**config.mk**
```make
export PLATFORM = sky130hd
export DESIGN_NAME = comm_idle_timeout_monitor
export DESIGN_NICKNAME = d
export VERILOG_FILES = /design/src/idle_mon_pkg.sv /design/src/idle_tick_if.sv /design/src/comm_idle_timeout_monitor.sv /design/src/idle_tick_divider.sv
export SDC_FILE = /design/constraint.sdc
export NUM_CORES = 1
export LEC_CHECK = 0
export BUFFER_PORTS_ARGS = -buffer_cell sky130_fd_sc_hd__buf_2
export CAP_MARGIN = 20
export CORE_MARGIN = 1
export CORE_UTILIZATION = 40
export DETAILED_ROUTE_END_ITERATION = 7
export SLEW_MARGIN = 20
export SYNTH_ARGS = -nofsm -noshare
export SYNTH_HDL_FRONTEND = slang
export SYNTH_SLANG_ARGS = --single-unit
```
**constraint.sdc**
```tcl
create_clock -name pclk -period 3 [get_ports pclk]
set_input_delay 0.15 -clock pclk [delete_from_list [all_inputs] [get_ports pclk]]
set_output_delay 0.15 -clock pclk [all_outputs]
set_load 0.1 [all_outputs]
```
**src/idle_mon_pkg.sv**
```systemverilog
package idle_mon_pkg;

  // Clock and tick rates.
  localparam int CLK_HZ        = 10_000_000;
  localparam int TICK_HZ       = 4_000;
  localparam int TICK_DIV      = CLK_HZ / TICK_HZ;
  localparam int TICKS_PER_MS  = TICK_HZ / 1000;
  localparam int TICK_W        = 12;
  localparam int CNT_W         = 24;

  // Register indices; the byte address is four times the index.
  localparam logic [5:0] IDX_CONFIG = 6'h28;
  localparam logic [5:0] IDX_COUNT  = 6'h29;
  localparam logic [5:0] IDX_STATUS = 6'h2C;
  localparam logic [5:0] IDX_MASK   = 6'h2D;
  localparam logic [5:0] IDX_CTRL   = 6'h2E;
  localparam logic [5:0] IDX_SHDN   = 6'h2F;
  localparam int         ADDR_W     = 8;

  // Field positions.
  localparam int PD_MSB     = 7;
  localparam int PD_LSB     = 4;
  localparam int FLT_MSB    = 3;
  localparam int FLT_LSB    = 0;
  localparam int ST_FAULT   = 0;
  localparam int ST_PDOWN   = 1;
  localparam int EV_W       = 2;
  localparam int CTRL_HOLD  = 0;
  localparam int SHDN_FLAG  = 7;

  // Reset values.
  localparam logic [7:0]       CONFIG_RST = 8'h00;
  localparam logic [CNT_W-1:0] COUNT_RST  = 24'h000000;
  localparam logic [EV_W-1:0]  EV_RST     = 2'h0;

  // Period table in milliseconds.
  localparam int T_C1_MS  = 100;
  localparam int T_C2_MS  = 500;
  localparam int T_C3_MS  = 1_000;
  localparam int T_C4_MS  = 2_000;
  localparam int T_C5_MS  = 5_000;
  localparam int T_C6_MS  = 10_000;
  localparam int T_C7_MS  = 30_000;
  localparam int T_C8_MS  = 60_000;
  localparam int T_C9_MS  = 120_000;
  localparam int T_C10_MS = 300_000;
  localparam int T_C11_MS = 600_000;
  localparam int T_C12_MS = 1_800_000;
  localparam int T_C13_MS = 3_600_000;

  // Converts a period code to 4 kHz ticks; zero means disabled.
  function automatic logic [CNT_W-1:0] period_ticks(input logic [3:0] code);
    int ms;
    ms = 0;
    case (code)
      4'h1:    ms = T_C1_MS;
      4'h2:    ms = T_C2_MS;
      4'h3:    ms = T_C3_MS;
      4'h4:    ms = T_C4_MS;
      4'h5:    ms = T_C5_MS;
      4'h6:    ms = T_C6_MS;
      4'h7:    ms = T_C7_MS;
      4'h8:    ms = T_C8_MS;
      4'h9:    ms = T_C9_MS;
      4'hA:    ms = T_C10_MS;
      4'hB:    ms = T_C11_MS;
      4'hC:    ms = T_C12_MS;
      4'hD:    ms = T_C13_MS;
      default: ms = 0;
    endcase
    return CNT_W'(ms * TICKS_PER_MS);
  endfunction

endpackage

```
**src/idle_tick_if.sv**
```systemverilog
`timescale 1ns/10ps
interface idle_tick_if;
  logic tick;
  modport src (output tick);
  modport dst (input tick);
endinterface
```
**src/comm_idle_timeout_monitor.sv**
```systemverilog
// How it works
// - Device powers down when idle time reaches the power-down period.
// - Power-down code 0 disables; 1..13 select 0.1 s to 1 h; 14-15 reserved.
// - Device sets the silence fault when idle time reaches the fault period.
// - Fault code uses the same table; 0 disables, 14-15 reserved.
// - One 24-bit idle up-counter advances on each 4 kHz tick until it saturates at all ones.
// - The single counter is the time base for both thresholds.
// - Writing the counter register loads the running counter.
// - Reading the counter returns the live count.
// - Power-down timeout or software request sets the logic power-down flag.
//
// Chosen here: the APB register port.
`timescale 1ns/10ps
module comm_idle_timeout_monitor #(
  parameter int tick_div = idle_mon_pkg::TICK_DIV
) (
  // Clock and reset.
  input  wire logic        pclk,
  input  wire logic        presetn,
  // APB slave.
  input  wire logic        psel,
  input  wire logic        penable,
  input  wire logic        pwrite,
  input  wire logic [7:0]  paddr,
  input  wire logic [31:0] pwdata,
  output logic      [31:0] prdata,
  output logic             pready,
  output logic             pslverr,
  // Link events.
  input  wire logic        frame_valid,
  input  wire logic        powerdown_req,
  // Outputs.
  output logic             irq,
  output logic             shutdown_req,
  output logic             link_silence_fault,
  output logic             logic_powerdown_flag
);

  localparam int CW = idle_mon_pkg::CNT_W;
  localparam int EW = idle_mon_pkg::EV_W;

  typedef struct packed {
    logic [7:0]    cfg;
    logic [CW-1:0] count;
    logic          hold_off;
    logic [EW-1:0] status;
    logic [EW-1:0] mask;
    logic          pd_flag;
    logic          shutdown;
    logic          irq;
    logic          ready;
    logic          slverr;
    logic [31:0]   rdata;
  } mon_state_s;

  mon_state_s s;
  mon_state_s next_s;

  idle_tick_if tick_bus ();

  idle_tick_divider #(
    .div (tick_div)
  ) u_div (
    .pclk    (pclk),
    .presetn (presetn),
    .t       (tick_bus)
  );

  logic          tick;
  logic [5:0]    idx;
  logic          aligned;
  logic          hit;
  logic          wr;
  logic          setup;
  logic [CW-1:0] thr_f;
  logic [CW-1:0] thr_p;
  logic [CW-1:0] inc;
  logic          load;
  logic          clr;
  logic          bump;
  logic          fault_hit;
  logic          pd_hit;
  logic          pd_evt;
  logic [EW-1:0] w1c;
  logic [EW-1:0] events;

  assign tick    = tick_bus.tick;
  assign idx     = paddr[7:2];
  assign aligned = (paddr[1:0] == 2'h0);
  assign setup   = psel && !penable;
  assign wr      = psel && penable && s.ready && pwrite;

  always_comb begin
    case (idx)
      idle_mon_pkg::IDX_CONFIG,
      idle_mon_pkg::IDX_COUNT,
      idle_mon_pkg::IDX_STATUS,
      idle_mon_pkg::IDX_MASK,
      idle_mon_pkg::IDX_CTRL,
      idle_mon_pkg::IDX_SHDN: hit = aligned;
      default:                hit = 1'b0;
    endcase
  end

  // Both thresholds are compared against the one shared counter.
  assign thr_f = idle_mon_pkg::period_ticks(
    s.cfg[idle_mon_pkg::FLT_MSB:idle_mon_pkg::FLT_LSB]);
  assign thr_p = idle_mon_pkg::period_ticks(
    s.cfg[idle_mon_pkg::PD_MSB:idle_mon_pkg::PD_LSB]);
  assign inc   = s.count + 1'b1;
  assign load  = wr && hit && (idx == idle_mon_pkg::IDX_COUNT);
  assign clr   = frame_valid && !s.hold_off;
  // The counter saturates so a threshold is never crossed twice.
  assign bump  = tick && !load && !clr && (s.count != '1);
  assign fault_hit = bump && (thr_f != '0) && (inc == thr_f);
  assign pd_hit    = bump && (thr_p != '0) && (inc == thr_p);
  assign pd_evt    = pd_hit || powerdown_req;

  always_comb begin
    events = '0;
    events[idle_mon_pkg::ST_FAULT] = fault_hit;
    events[idle_mon_pkg::ST_PDOWN] = pd_evt;
    w1c = '0;
    if (wr && hit && idx == idle_mon_pkg::IDX_STATUS) begin
      w1c = pwdata[EW-1:0];
    end
  end

  always_comb begin
    next_s = s;
    next_s.ready  = setup;
    next_s.slverr = 1'b0;
    if (setup) begin
      next_s.slverr = !hit;
      next_s.rdata  = 32'h0000_0000;
      if (hit) begin
        case (idx)
          idle_mon_pkg::IDX_CONFIG: next_s.rdata[7:0]    = s.cfg;
          idle_mon_pkg::IDX_COUNT:  next_s.rdata[CW-1:0] = s.count;
          idle_mon_pkg::IDX_STATUS: next_s.rdata[EW-1:0] = s.status;
          idle_mon_pkg::IDX_MASK:   next_s.rdata[EW-1:0] = s.mask;
          idle_mon_pkg::IDX_CTRL:
            next_s.rdata[idle_mon_pkg::CTRL_HOLD] = s.hold_off;
          idle_mon_pkg::IDX_SHDN:
            next_s.rdata[idle_mon_pkg::SHDN_FLAG] = s.pd_flag;
          default:                  next_s.rdata = 32'h0000_0000;
        endcase
      end
    end
    if (wr && hit) begin
      case (idx)
        idle_mon_pkg::IDX_CONFIG: next_s.cfg      = pwdata[7:0];
        idle_mon_pkg::IDX_MASK:   next_s.mask     = pwdata[EW-1:0];
        idle_mon_pkg::IDX_CTRL:
          next_s.hold_off = pwdata[idle_mon_pkg::CTRL_HOLD];
        default:                  next_s.cfg      = s.cfg;
      endcase
    end
    if (load) begin
      next_s.count = pwdata[CW-1:0];
    end else if (clr) begin
      next_s.count = '0;
    end else if (bump) begin
      next_s.count = inc;
    end
    // A new event wins over a clear written in the same cycle.
    next_s.status = (s.status & ~w1c) | events;
    if (pd_evt) begin
      next_s.pd_flag  = 1'b1;
      next_s.shutdown = 1'b1;
    end
    next_s.irq = |(next_s.status & next_s.mask);
  end

  always_ff @(posedge pclk or negedge presetn) begin
    if (!presetn) begin
      s          <= '0;
      s.cfg      <= idle_mon_pkg::CONFIG_RST;
      s.count    <= idle_mon_pkg::COUNT_RST;
      s.status   <= idle_mon_pkg::EV_RST;
      s.mask     <= idle_mon_pkg::EV_RST;
    end else begin
      s <= next_s;
    end
  end

  assign prdata               = s.rdata;
  assign pready               = s.ready;
  assign pslverr              = s.slverr;
  assign irq                  = s.irq;
  assign shutdown_req         = s.shutdown;
  assign link_silence_fault   = s.status[idle_mon_pkg::ST_FAULT];
  assign logic_powerdown_flag = s.pd_flag;
endmodule

```
**src/idle_tick_divider.sv**
```systemverilog
`timescale 1ns/10ps
module idle_tick_divider #(
  parameter int div = idle_mon_pkg::TICK_DIV
) (
  // Clock and reset.
  input  wire logic pclk,
  input  wire logic presetn,
  // Tick out.
  idle_tick_if.src  t
);

  typedef struct packed {
    logic [idle_mon_pkg::TICK_W-1:0] cnt;
    logic                            tick;
  } div_state_s;

  localparam logic [idle_mon_pkg::TICK_W-1:0] LAST =
    idle_mon_pkg::TICK_W'(div - 1);

  div_state_s s;
  div_state_s next_s;

  always_comb begin
    next_s = s;
    next_s.tick = 1'b0;
    if (s.cnt == LAST) begin
      next_s.cnt  = '0;
      next_s.tick = 1'b1;
    end else begin
      next_s.cnt = s.cnt + 1'b1;
    end
  end

  always_ff @(posedge pclk or negedge presetn) begin
    if (!presetn) begin
      s <= '0;
    end else begin
      s <= next_s;
    end
  end

  assign t.tick = s.tick;
endmodule

```
==> results_dict.tcl <==
set metrics [dict create \
    status "completed" \
    critPathLaunchType "register" \
    r2r_end "shutdown_req$_DFFE_PN0P_" \
    layout_commonest_cell "dfrtp_1" \
    rsz0062_at_grt "false" \
    whs_ps 11.1 \
    ys_warn_count 0 \
    crit_arrival_ps 3100 \
    path_max_fanout 6 \
    ys_seq_elements 78 \
    area_growth_pct 14.4 \
    power_uw 2470 \
    route.detailed.drc 0 \
    routed-via-count 5393 \
    grt_antenna_before_repair 0 \
    ys_top_cells_by_area "dfrtp_1, xnor2_1, ha_1" \
    diodes 0 \
    final_nets 822 \
    ys.flop_type "dfrtp_1" \
    p_leak_uw 0.00307 \
    die_x_um 127 \
    first_iter_violations 452 \
    initial_core_util_pct 41.1 \
    grt_max_degree 79 \
    top_layer "met4" \
    cp-end-kind "register" \
    rows 45 \
    cpLargestDelayFamily "compound AO/OA/AOI/OAI gates" \
    cts_tree "yes" \
    clock.fmax_ghz 0.347 \
    fin_crit_sh_pct 95.9 \
    htreeDepth 3 \
    m1WireLength_um 7840 \
    path_cells "inv_1 > ha_1 > nand2b_1 > or4b_1 > a2111oi_1 > nand4_1 > a21oi_1 > a2111oi_4 > buf_4 > a31oi_1 > nand2b_1" \
    layout-drive-gt1-share_pct 21.9 \
    portBuffers 68 \
    final_cell_mix "dfrtp_1, nand2_1, buf_2, o21ai_0, xnor2_1" \
    avgSynthCellArea_um2 8.85 \
    dp_hpwl_um 13200 \
    cp.required_ps 3230 \
    yosysUniqueCellTypes 70 \
    crit_buf_inv 2 \
    die_h_um 127 \
    hold_viol 0 \
    gp_congestion 0.941 \
    finClkSkew_ps 6.59 \
    clk_latency_ps 340 \
    io_pins 85 \
    synthCells 706 \
    regToRegStartpoint "s[71]$_DFFE_PN0P_" \
    wl_met3_um 690 \
    cts.reportedPaths.clkPinSlew_ps 60 \
    min_period_ps 2880 \
    hold_depth 3 \
    grt_pass1_wl_um 27200 \
    reg2regPathDepth 11 \
    grt_pass1_vias 5217 \
    critPathSlowestCell "or4b_1" \
    dieArea_um2 16100 \
    coreArea_um2 15200 \
    hold_path.class "in2reg" \
    min_to "s[58]$_DFFE_PN0P_" \
    p_per_area_nw_per_um2 346 \
    r2r_slack_ps 120 \
    totalWireLength_um 17200 \
    hp-start "pwdata[16]" \
    maxCapViolCount 0 \
    netlist_area_um2 6250 \
    firstDrtPassIters 7 \
    path_common_cell "nand2b_1" \
    overflow 0 \
    numCtsBuffers 9 \
    yosys.area.top_type "dfrtp_1" \
    fill_cells 1454 \
    numClockSinks 78 \
    met2_length_um 8110 \
    grt.total_usage_pct 21.8 \
    ys_seq_area_share_pct 31.2 \
    antenna_left 0 \
    synthArstFlopShare_pct 100 \
    critPathMaxStageDelay_ps 460 \
    report.final.slew_viol_count 0 \
    max-vdd-ir-drop_mv 0.213 \
    path_class "reg2reg" \
    worst_pin_slew_ps 685 \
    synth_edf_count 0 \
    clock_path_buffers 2 \
    wl_per_cell_um 18.1 \
    synth_top_area_share_pct 31.2 \
    max-slew-margin-rel_pct 53.9 \
    root_buffer "clkbuf_16" \
    setup_viol 0 \
    avgViaCountPerCell 5.70 \
]
-- worst reg2reg max path, delay by kind of cell (launching register included) --
family | cells | cell delay [ps]
AO/OA/AOI/OAI | 4 | 1000
flip-flops | 1 | 380
adder cells (fa/ha/maj) | 1 | 240
buffers and inverters | 2 | 300
AND/OR/NAND/NOR | 4 | 860
-- per-stage QoR --
| step | setup WS, ps | std cells | utilization, % | instance area (um2) | TNS (ps) |
|---|---|---|---|---|---|
| global route | 3.75 | 946 | 47.0 | 7150 | 0 |
| detailed placement | -262 | 927 | 44.2 | 6720 | -757 |
| floorplan | 205 | 713 | - | 6280 | 0 |
| CTS | 48.2 | 943 | 46.4 | 7060 | 0 |
| finish | 122 | 946 | 47.0 | 7150 | 0 |
| global placement | -210 | 927 | 44.2 | 6720 | -590 |
-- report_power, final --
part	total (uW)	internal [uW]	switching, uW
sequential	1060	1050	1.28
combinational	179	49.2	130
clock	1240	811	429
total	2470	1910	560
-- worst max path at each step --
stage / cells past startpoint / end / start
after floorplan: 11 / irq$_DFF_PN0_ / s[67]$_DFFE_PN0P_
after global placement: 9 / irq$_DFF_PN0_ / s[46]$_DFFE_PN0P_
after detailed placement: 10 / irq$_DFF_PN0_ / s[42]$_DFFE_PN0P_
after CTS: 10 / irq$_DFF_PN0_ / s[42]$_DFFE_PN0P_
after global routing: 10 / irq$_DFF_PN0_ / s[66]$_DFFE_PN0P_
final: 11 / shutdown_req$_DFFE_PN0P_ / s[71]$_DFFE_PN0P_
-- logic make-up after synthesis --
family	Yosys count	synth area share, %
DFF	78	31.2
AOI/OAI and AO/OA	145	16.0
adders and majority gates	22	4.40
buffers and inverters	106	8.93
and+or+nand+nor	252	22.0
other	1	0.0600
xor gates and xnor gates	72	11.9
muxes	30	5.48
-- synthesized netlist by cell type, drive strengths merged, types with 7 or more instances --
library cell,count
a21oi,16
a22o,16
and3,11
buf,47
clkbuf,37
dfrtp,78
ha,22
inv,22
mux2,14
mux2i,14
nand2,68
nand2b,18
nand3,18
nand4,23
nor2,39
nor2b,11
nor3,14
nor4,13
o21ai,53
o31ai,7
xnor2,47
xor2,17
-- state kept, by name (all words and copies together) (netlist names) --
name	flops
pready	1
u_div.s	12
shutdown_req	1
u_div.t.tick	1
irq	1
pslverr	1
s	36
link_silence_fault	1
prdata	24
-- repair_timing --
item                                    in CTS  in global routing
hold endpoints to repair                     0                 25
setup buffers                                0                  1
hold buffers                                 0                  1
endpoints found under the setup margin       3                  3
pin swaps                                    0                  1
resized for setup                            2                  8
-- routing by layer --
layer,up-vias,track usage (%)
met3,33,3.10
met2,121,36.0
li1,2574,-
met4,0,8.75
met5,-,0
met1,2665,29.0
-- area by class of cell --
type                       count  area [um2]  area share, %
clock buffer                  10         229           3.20
inverter                      22        82.6           1.15
clock inverter                 6         110           1.54
sequential                    78        1950           27.3
multi-input combinational    529        3830           53.5
timing repair buffer         113         716           10.0
tap                          188         235           3.29
Note: power is estimated with default switching activity, not from simulation.
